**src/mpc_defines.svh**
```systemverilog
`ifndef MPC_DEFINES_SVH
`define MPC_DEFINES_SVH

// ==========================================================
// sizes
`define MPC_WORD_W 16
`define MPC_PTR_W 4
`define MPC_NUM_BTN 5
`define MPC_NUM_SW 9
`define MPC_PIN_W 30

// ==========================================================
// instruction locations in maintenance memory
`define MPC_INSTR1_BASE 4'h0
`define MPC_INSTR2_BASE 4'h8

// ==========================================================
// pin vector layout: buttons, switches, data switches
`define MPC_BTN_LSB 0
`define MPC_SW_LSB 5
`define MPC_DATA_LSB 14

// button bits
`define MPC_BTN_LOAD 0
`define MPC_BTN_CLEAR 1
`define MPC_BTN_STEP 2
`define MPC_BTN_START 3
`define MPC_BTN_STOP 4

// switch bits
`define MPC_SW_DISPLAY 0
`define MPC_SW_STOP_ERR 1
`define MPC_SW_ONE_SECT 2
`define MPC_SW_ALT 3
`define MPC_SW_REPEAT 4
`define MPC_SW_HEAD_SECT 5
`define MPC_SW_OVL_INH 6
`define MPC_SW_KEEP_ADDR 7
`define MPC_SW_SLIP 8

// ==========================================================
// wishbone register map (byte addresses)
`define MPC_REG_CTRL 8'h00
`define MPC_REG_STATUS 8'h04
`define MPC_MEM_WIN_TAG 2'h1
`define MPC_CTRL_LOCAL 0
`define MPC_CTRL_RST 1'h0

`endif

```
**src/mpc_pkg.sv**
```systemverilog
`include "mpc_defines.svh"

package mpc_pkg;

	// ==========================================================
	// execution sequencer states, one-hot
	typedef enum logic [2:0] {
		st_idle = 3'h1,
		st_run = 3'h2,
		st_halt = 3'h4
	} mpc_state_e;

	// ==========================================================
	// wishbone carriers
	typedef struct packed {
		logic cyc;
		logic stb;
		logic we;
		logic [7:0] adr;
		logic [3:0] sel;
		logic [31:0] dat;
	} mpc_wb_req_s;

	typedef struct packed {
		logic ack;
		logic [31:0] dat;
	} mpc_wb_rsp_s;

	// ==========================================================
	// towards the main sequencer
	typedef struct packed {
		logic start;
		logic abort;
		logic addr_clear;
		logic second;
		logic [`MPC_WORD_W-1:0] op_word;
		logic [`MPC_WORD_W-1:0] addr_word;
		logic [`MPC_WORD_W-1:0] data_word;
	} mpc_exec_s;

	typedef struct packed {
		logic stop_on_check_error;
		logic one_sector_only;
		logic repeat_head_or_sector;
		logic overlap_seek_inhibit;
		logic slip_request;
	} mpc_mode_s;

	// ==========================================================
	// module state
	typedef struct packed {
		logic [`MPC_PIN_W-1:0] s1;
		logic [`MPC_PIN_W-1:0] s2;
		logic [`MPC_PIN_W-1:0] s3;
		logic [`MPC_PIN_W-1:0] pulse;
	} mpc_sync_s;

	typedef struct packed {
		logic [15:0][`MPC_WORD_W-1:0] mem;
		logic [`MPC_PTR_W-1:0] ptr;
		logic [`MPC_WORD_W-1:0] disp;
		mpc_state_e st;
		logic next2;
		logic chained;
		logic halted_err;
		logic local_mode;
		logic ack;
		logic [31:0] rdat;
		mpc_exec_s ex;
		mpc_mode_s md;
	} mpc_main_s;

endpackage : mpc_pkg

```
**src/mpc_maint_panel.sv**
```systemverilog
`timescale 1ns/1ps
`include "mpc_defines.svh"

// Notes on behaviour
// - panel acts only in local mode
// - lamps show selected word and pointer, word lamps blanked by clear
// - load writes data switches, pointer advances
// - clear with display on zeroes word
// - clear with display off: pointer zero
// - start runs one stored instruction
// - step advances pointer only when idle or halted
// - check error stops run when enabled
// - one sector: single pass or repeat
// - slip switch requests a slip
// - alternate mode: starts take turns
// - alternate loop sector: endless swapping
// - alternate loop: run other once
// - error in alternate loop: run other
// - repeat head or sector to sequencer
// - inhibit overlapped seek in local
// - keep address or clear on restart
// - instructions at words 0 and 8
module mpc_maint_panel (
	input wire logic clock,
	input wire logic arst_n,
	input mpc_pkg::mpc_wb_req_s wb_req,
	output mpc_pkg::mpc_wb_rsp_s wb_rsp,
	input wire logic [`MPC_NUM_BTN-1:0] panel_buttons,
	input wire logic [`MPC_NUM_SW-1:0] panel_switches,
	input wire logic [`MPC_WORD_W-1:0] data_switches,
	input wire logic op_done,
	input wire logic check_error,
	output mpc_pkg::mpc_exec_s exec,
	output mpc_pkg::mpc_mode_s mode,
	output logic [`MPC_WORD_W-1:0] display_lamps,
	output logic [`MPC_PTR_W-1:0] pointer_lamps
);

	// ==========================================================
	// reset release
	logic [1:0] rst_sync_ff;
	logic rst_n;

	always_ff @(posedge clock or negedge arst_n) begin
		if (!arst_n) begin
			rst_sync_ff <= 2'h0;
		end else begin
			rst_sync_ff <= {rst_sync_ff[0], 1'b1};
		end
	end

	assign rst_n = rst_sync_ff[1];

	// ==========================================================
	// panel pins
	logic [`MPC_PIN_W-1:0] pin_level;
	logic [`MPC_PIN_W-1:0] pin_rise;
	logic [`MPC_NUM_BTN-1:0] btn;
	logic [`MPC_NUM_SW-1:0] sw;
	logic [`MPC_WORD_W-1:0] data_in;

	mpc_panel_sync u_sync (
		.clock(clock),
		.rst_n(rst_n),
		.pins({data_switches, panel_switches, panel_buttons}),
		.level(pin_level),
		.rise(pin_rise)
	);

	mpc_pkg::mpc_main_s q_ff;
	mpc_pkg::mpc_main_s nxt_q;

	// buttons are dead while the controller is remote
	assign btn = pin_rise[`MPC_SW_LSB-1:`MPC_BTN_LSB] & {`MPC_NUM_BTN{q_ff.local_mode}};
	assign sw = pin_level[`MPC_DATA_LSB-1:`MPC_SW_LSB];
	assign data_in = pin_level[`MPC_PIN_W-1:`MPC_DATA_LSB];

	// ==========================================================
	// helpers
	function automatic logic [`MPC_PTR_W-1:0] inc_ptr(
		logic [`MPC_PTR_W-1:0] p
	);
		return p + 4'h1;
	endfunction : inc_ptr

	// load the sequencer with the three words of one instruction
	function automatic mpc_pkg::mpc_main_s launch(
		mpc_pkg::mpc_main_s s,
		logic second,
		logic clr
	);
		logic [`MPC_PTR_W-1:0] b;
		b = second ? `MPC_INSTR2_BASE : `MPC_INSTR1_BASE;
		s.st = mpc_pkg::st_run;
		s.ex.start = 1'b1;
		s.ex.second = second;
		s.ex.addr_clear = clr;
		s.ex.op_word = s.mem[b];
		s.ex.addr_word = s.mem[b + 4'h1];
		s.ex.data_word = s.mem[b + 4'h2];
		return s;
	endfunction : launch

	function automatic logic [31:0] read_word(
		mpc_pkg::mpc_main_s s,
		logic [7:0] a
	);
		logic [31:0] r;
		r = 32'h0;
		if (a[7:6] == `MPC_MEM_WIN_TAG) begin
			r = {16'h0, s.mem[a[5:2]]};
		end else if (a == `MPC_REG_CTRL) begin
			r = {31'h0, s.local_mode};
		end else if (a == `MPC_REG_STATUS) begin
			r = {s.disp, 5'h0, s.halted_err, s.chained, s.next2,
				s.ex.second, s.st, s.ptr};
		end
		return r;
	endfunction : read_word

	// ==========================================================
	// panel and execution sequencing
	always_comb begin
		nxt_q = q_ff;
		nxt_q.ex.start = 1'b0;
		nxt_q.ex.abort = 1'b0;
		nxt_q.ex.addr_clear = 1'b0;
		nxt_q.ack = 1'b0;
		// mode switches only reach the sequencer in local mode
		nxt_q.md.stop_on_check_error =
			q_ff.local_mode & sw[`MPC_SW_STOP_ERR];
		nxt_q.md.one_sector_only = q_ff.local_mode & sw[`MPC_SW_ONE_SECT];
		nxt_q.md.repeat_head_or_sector =
			q_ff.local_mode & sw[`MPC_SW_HEAD_SECT];
		nxt_q.md.overlap_seek_inhibit =
			q_ff.local_mode & sw[`MPC_SW_OVL_INH];
		nxt_q.md.slip_request = q_ff.local_mode & sw[`MPC_SW_SLIP];

		case (q_ff.st)
			mpc_pkg::st_idle, mpc_pkg::st_halt: begin
				if (btn[`MPC_BTN_LOAD]) begin
					nxt_q.mem[q_ff.ptr] = data_in;
					nxt_q.ptr = inc_ptr(q_ff.ptr);
					nxt_q.disp = q_ff.mem[inc_ptr(q_ff.ptr)];
				end else if (btn[`MPC_BTN_CLEAR]) begin
					nxt_q.disp = '0;
					if (sw[`MPC_SW_DISPLAY]) begin
						nxt_q.mem[q_ff.ptr] = '0;
					end else begin
						nxt_q.ptr = '0;
						// clearing also forgets whose turn it is
						nxt_q.next2 = 1'b0;
					end
				end else if (btn[`MPC_BTN_STEP]) begin
					if (sw[`MPC_SW_DISPLAY]) begin
						nxt_q.ptr = inc_ptr(q_ff.ptr);
						nxt_q.disp = q_ff.mem[inc_ptr(q_ff.ptr)];
					end
				end else if (btn[`MPC_BTN_START]) begin
					nxt_q = launch(nxt_q, sw[`MPC_SW_ALT] & q_ff.next2,
						!sw[`MPC_SW_KEEP_ADDR]);
					nxt_q.next2 = sw[`MPC_SW_ALT] & !q_ff.next2;
					nxt_q.chained = 1'b0;
					nxt_q.halted_err = 1'b0;
				end
			end
			mpc_pkg::st_run: begin
				if (btn[`MPC_BTN_STOP]) begin
					nxt_q.ex.abort = 1'b1;
					nxt_q.st = mpc_pkg::st_idle;
				end else if (check_error & q_ff.md.stop_on_check_error) begin
					nxt_q.ex.abort = 1'b1;
					nxt_q.halted_err = 1'b1;
					if (sw[`MPC_SW_ALT] & sw[`MPC_SW_REPEAT] & !q_ff.chained) begin
						nxt_q = launch(nxt_q, !q_ff.ex.second, 1'b0);
						nxt_q.chained = !sw[`MPC_SW_ONE_SECT];
					end else begin
						nxt_q.st = mpc_pkg::st_halt;
					end
				end else if (op_done) begin
					if (sw[`MPC_SW_ONE_SECT] & sw[`MPC_SW_REPEAT]) begin
						// alternate swaps cylinders, else same sector again
						nxt_q = launch(nxt_q,
							q_ff.ex.second ^ sw[`MPC_SW_ALT], 1'b0);
					end else if (sw[`MPC_SW_ALT] & sw[`MPC_SW_REPEAT] &
						!q_ff.chained) begin
						nxt_q = launch(nxt_q, !q_ff.ex.second, 1'b0);
						nxt_q.chained = 1'b1;
					end else begin
						nxt_q.st = mpc_pkg::st_idle;
					end
				end
			end
			default: begin
				nxt_q.st = mpc_pkg::st_idle;
			end
		endcase

		// wishbone slave, one wait state, unmapped reads give zero
		if (wb_req.cyc & wb_req.stb & !q_ff.ack) begin
			nxt_q.ack = 1'b1;
			nxt_q.rdat = read_word(q_ff, wb_req.adr);
			if (wb_req.we & wb_req.sel[0] & (wb_req.adr == `MPC_REG_CTRL)) begin
				nxt_q.local_mode = wb_req.dat[`MPC_CTRL_LOCAL];
			end
		end
	end

	always_ff @(posedge clock or negedge rst_n) begin
		if (!rst_n) begin
			q_ff <= '0;
			q_ff.st <= mpc_pkg::st_idle;
			q_ff.local_mode <= `MPC_CTRL_RST;
		end else begin
			q_ff <= nxt_q;
		end
	end

	assign wb_rsp = {q_ff.ack, q_ff.rdat};
	assign exec = q_ff.ex;
	assign mode = q_ff.md;
	assign display_lamps = q_ff.disp;
	assign pointer_lamps = q_ff.ptr;

	// ==========================================================
	// checks
	logic not_run;
	assign not_run = (q_ff.st != mpc_pkg::st_run);
endmodule : mpc_maint_panel

```
**src/mpc_panel_sync.sv**
```systemverilog
`timescale 1ns/1ps
`include "mpc_defines.svh"

module mpc_panel_sync (
	input wire logic clock,
	input wire logic rst_n,
	input wire logic [`MPC_PIN_W-1:0] pins,
	output logic [`MPC_PIN_W-1:0] level,
	output logic [`MPC_PIN_W-1:0] rise
);

	mpc_pkg::mpc_sync_s q_ff;
	mpc_pkg::mpc_sync_s nxt_q;

	// ==========================================================
	// two-stage synchroniser, then a rising-edge detector
	always_comb begin
		nxt_q = q_ff;
		nxt_q.s1 = pins;
		nxt_q.s2 = q_ff.s1;
		nxt_q.s3 = q_ff.s2;
		nxt_q.pulse = q_ff.s2 & ~q_ff.s3;
	end

	always_ff @(posedge clock or negedge rst_n) begin
		if (!rst_n) begin
			q_ff <= '0;
		end else begin
			q_ff <= nxt_q;
		end
	end

	assign level = q_ff.s2;
	assign rise = q_ff.pulse;
endmodule : mpc_panel_sync

```
**config.mk**
```make
export PLATFORM = sky130hd
export DESIGN_NAME = mpc_maint_panel
export DESIGN_NICKNAME = d
export VERILOG_FILES = /design/src/mpc_pkg.sv /design/src/mpc_maint_panel.sv /design/src/mpc_panel_sync.sv
export VERILOG_INCLUDE_DIRS = /design/src
export SDC_FILE = /design/constraint.sdc
export NUM_CORES = 1
export LEC_CHECK = 0
export ABC_AREA = 1
export BUFFER_PORTS_ARGS = -buffer_cell sky130_fd_sc_hd__buf_2
export CAP_MARGIN = 20
export CORE_AREA = 2 2 220 222
export CTS_BUF_LIST = sky130_fd_sc_hd__clkbuf_8
export DETAILED_ROUTE_END_ITERATION = 16
export DIE_AREA = 0 0 222 224
export PLACE_DENSITY_LB_ADDON = 0.1
export SYNTH_ARGS = -nofsm -noshare
export SYNTH_HDL_FRONTEND = slang
export SYNTH_SLANG_ARGS = --single-unit
```
**constraint.sdc**
```tcl
create_clock -name clock -period 19.1 [get_ports clock]
set_input_delay 1.91 -clock clock [delete_from_list [all_inputs] [get_ports clock]]
set_output_delay 1.91 -clock clock [all_outputs]
set_load 0.1 [all_outputs]
```
==> insert_results.sql <==
INSERT INTO impl_metrics (metric_group, metric, value, unit) VALUES
('power_and_ir_drop', 'power.static_leakage', '14.2', 'nW'),
('clocking', 'cts_root_buffer', 'clkbuf_8', ''),
('critical_path', 'end_kind', 'flip-flop', ''),
('yosys', 'synth_top_area_cell', 'dfrtp_1', ''),
('timing', 'timing_worst_slew_pin_value', '1.12', 'ns'),
('critical_path', 'worstPathRequired', '19.69', 'ns'),
('cells_and_area', 'layout.core_utilization', '58.1', '%'),
('critical_path', 'crit-reg2reg-capture', 'display_lamps[2]$_DFFE_PN0P_', ''),
('critical_path', 'setup.reg_to_reg.worst_slack', '15.05', 'ns'),
('clocking', 'cts-root-to-sink-buffers', '3', ''),
('global_route', 'maximum_number_of_pins_on_one_net_before_global_route_repair', '161', ''),
('yosys', 'seq_area_frac_synth', '43.3', '%'),
('floorplanning', 'die_y_extent', '224', 'µm'),
('placed_design', 'routabilityCongestion', '0.933', ''),
('floorplanning', 'core', '0.0473', 'mm²'),
('global_route', 'first_pass_grt_wire_length', '138000', 'µm'),
('clocking', 'post-cts-setup-buffers', '0', ''),
('timing', 'max_frequency', '218', 'MHz'),
('yosys', 'postSynthNetCount', '3836', ''),
('clocking', 'cts_resized', '0', ''),
('yosys', 'netlist_area', '0.0257', 'mm²'),
('floorplanning', 'top_level_ports', '191', ''),
('cells_and_area', 'fraction_of_layout_instances_using_a_drive_strength_above_1', '10.3', '%'),
('critical_path', 'worst_r2r_startpoint', 'pointer_lamps[0]$_DFFE_PN0P_', ''),
('clocking', 'clock_latency', '0.68', 'ns'),
('critical_path', 'data_arrival_time_at_the_worst_slack_endpoint', '5.17', 'ns'),
('floorplanning', 'design.die.area', '0.0497', 'mm²'),
('timing', 'whs', '0.137', 'ns'),
('global_route', 'grt_antenna_before_repair', '2', ''),
('timing', 'final_min_period_over_clock_period', '24.0', '%'),
('drt', 'remaining_drc_errors', '0', ''),
('timing', 'hold_viol', '0', ''),
('critical_path', 'worst-setup-path-type', 'in2reg', ''),
('clocking', 'htree_levels', '3', ''),
('timing', 'total_setup_violations_reported_at_the_end_of_the_flow', '0', ''),
('floorplanning', 'initial_core_util', '54.3', '%'),
('critical_path', 'r2r_cells', '9', ''),
('clocking', 'clkTransAtPathRegs', '0.06', 'ns'),
('yosys', 'netlist_top_cells_area', 'dfrtp_1, nand2_1, nand3_1', ''),
('yosys', 'synthDominantCellAreaShare', '43.2', '%'),
('critical_path', 'largest_fanout_on_the_critical_path', '48', ''),
('yosys', 'post_synth_inst_count', '3751', ''),
('placed_design', 'dpl.hpwl', '54600', 'µm'),
('clocking', 'clock_sink_count', '445', ''),
('drt', 'avgViaCountPerCell', '5.77', ''),
('timing', 'timing.setup.tns', '0', 'ns'),
('timing', 'slew_violations', '0', ''),
('run', 'cap_viol_max_count', '0', ''),
('global_route', 'grt-ovfl-total', '0', ''),
('power_and_ir_drop', 'power.total', '4.70', 'mW'),
('clocking', 'holdBufCountCts', '0', ''),
('placed_design', 'place.port_buffers', '156', ''),
('yosys', 'synth_area_per_cell', '6.85', 'µm²'),
('timing', 'worst_slew_margin_rel', '25.3', '%'),
('cells_and_area', 'final_net_count', '3772', ''),
('cells_and_area', 'antenna_cells_inserted', '0', ''),
('global_route', 'globalRouteTotalUtil', '36.2', '%'),
('critical_path', 'critPathLaunchType', 'primary input', ''),
('yosys', 'synth.yosys.warnings', '0', ''),
('drt', 'totalWireLength', '90300', 'µm'),
('cells_and_area', 'layout-area-overhead-vs-synth', '7.10', '%'),
('clocking', 'num_cts_buffers', '81', ''),
('power_and_ir_drop', 'peakVddDrop', '0.173', 'mV'),
('timing', 'worst_setup_skew_after_layout', '0.0326', 'ns'),
('power_and_ir_drop', 'powerDensity', '171', 'mW/mm²'),
('floorplanning', 'std_cell_rows', '80', ''),
('run_status', 'run_status', 'complete, no violations', ''),
('timing', 'unrepaired_setup_endpoints_after_global_routing', 'false', ''),
('yosys', 'synth.lib_cells_used.distinct', '32', ''),
('hold_path', 'worst_hold_path_type', 'reg2async', ''),
('drt', 'antenna_left', '0', ''),
('drt', 'detail_route.first_pass.iterations', '6', ''),
('drt', 'route.detailed.wl_per_inst', '20.7', 'µm'),
('global_route', 'via_count_of_the_first_global_routing_pass', '23600', ''),
('drt', 'detailroute.via_count', '25200', ''),
('yosys', 'ys_ff_latch', '445', ''),
('floorplanning', 'die_x', '222', 'µm'),
('clocking', 'cts_tree', 'done', ''),
('timing', 'period_needed', '4.59', 'ns'),
('drt', 'drtIter0Drc', '3298', '');
## synth_stat cells
library cell / n
a21oi_1: 46
a31oi_1: 8
o21ai_4: 1
nor3_2: 5
nand4_1: 75
xor2_1: 1
inv_2: 6
nand3b_1: 1
buf_1: 24
nor2_4: 11
a22oi_1: 2
nor2_2: 5
xor2_2: 1
nor3_1: 2
dfrtp_1: 444
buf_4: 117
nand2_1: 1525
nand3_1: 508
dfstp_2: 1
nand3_2: 2
ha_1: 4
clkinv_1: 6
o21ai_1: 34
nand2_2: 4
buf_6: 8
clkbuf_1: 104
a21boi_0: 1
nor2_1: 115
buf_2: 112
inv_1: 311
o21ai_0: 266
conb_1: 1
## sequential cells by signal (all words and copies together), names as in the netlist
register,flops
display_lamps,16
exec,52
mode,5
pointer_lamps,4
q_ff,263
rst_sync_ff,2
u_sync.level,30
u_sync.nxt_q,30
u_sync.q_ff,5
u_sync.rise,5
wb_rsp,33
## routing by layer
metal	track usage (%)	share of wire, %	routed length (µm)	vias to the layer above
met4	21.2	5.6	5100	4
met2	53.0	42	38100	1499
met3	8.62	12	10500	268
li1	-	-	-	11600
met1	49.2	40	36500	11800
met5	0	0.035	32	-
## worst max-delay path: stages
cell	delay, ns
buf_2	0.08
buf_4	0.43
inv_2	0.55
nor2_4	0.19
buf_4	0.67
nand2_1	0.19
nor2_1	0.42
buf_4	0.32
nand2_1	0.08
nand2_1	0.10
a21boi_0	0.09
nand2_1	0.07
## worst max path at each step
stage / cells after the start / end / start
final: 12 / wb_rsp[0]$_DFFE_PN0P_ / wb_req[38]
after floorplan: 0 / display_lamps[0]$_DFFE_PN0P_ / rst_sync_ff[1]$_DFF_PN0_
after detailed placement: 12 / wb_rsp[0]$_DFFE_PN0P_ / wb_req[38]
after global placement: 12 / wb_rsp[0]$_DFFE_PN0P_ / wb_req[38]
after CTS: 12 / wb_rsp[0]$_DFFE_PN0P_ / wb_req[38]
after global routing: 12 / wb_rsp[0]$_DFFE_PN0P_ / wb_req[38]
## where the power goes
group | internal, mW | total, mW | switching (mW)
Clock | 0.527 | 0.946 | 0.419
Sequential | 1.26 | 1.47 | 0.213
Combinational | 0.555 | 2.29 | 1.73
Total | 2.34 | 4.70 | 2.36
## layout by cell type (no fill, tap or decap), types with 2 or more instances in the layout
cell type  Yosys  final
clkbuf_8       0    107
nand3_2        2      2
o21ai_1       34     34
nor3_1         2      2
nand2_1     1525   1522
nand3_1      508    508
inv_6          0      3
a31oi_1        8      8
clkinv_2       0      9
nand4_1       75     75
ha_1           4      3
buf_16         0      2
a22oi_1        2      2
dfrtp_4        0      2
nor3_2         5      2
dfrtp_1      444    441
inv_2          6      6
nor2_2         5      5
a21oi_1       46     46
xor2_2         1      2
buf_2        112    156
inv_1        311    333
buf_4        117     57
clkinv_1       6      4
o21ai_0      266    266
buf_6          8      2
nand2_2        4      7
nor2_4        11     13
bufinv_16      0      2
nor2_1       115    113
nor3_4         0      3
## final cells by class
type / instances / area [µm²]
Fill cell: 4581 / 19800
Multi-Input combinational cell: 2618 / 11400
Sequential cell: 445 / 11100
Clock buffer: 107 / 1470
Timing Repair Buffer: 218 / 1310
Inverter: 323 / 1220
Tap cell: 615 / 769
Clock inverter: 36 / 220
## through the flow
stage | instance area [µm²] | instances | worst slack, ns
after floorplan | 25700 | 3751 | 5.78
after global placement | 25700 | 4213 | 14.00
after detailed placement | 25700 | 4215 | 14.04
after CTS | 27400 | 4358 | 14.73
after global routing | 27500 | 4362 | 14.44
final | 27500 | 4362 | 14.51
## kinds of logic after synthesis
| family | share of synthesized area, % |
|---|---|
| buffers and inverters | 12.5 |
| adders and majority gates | 0.195 |
| AOI/OAI and AO/OA | 7.09 |
| other | 0.0146 |
| xor gates and xnor gates | 0.0974 |
| and+or+nand+nor | 36.7 |
| DFF | 43.3 |
No activity file was read; power rests on OpenSTA's default activity.
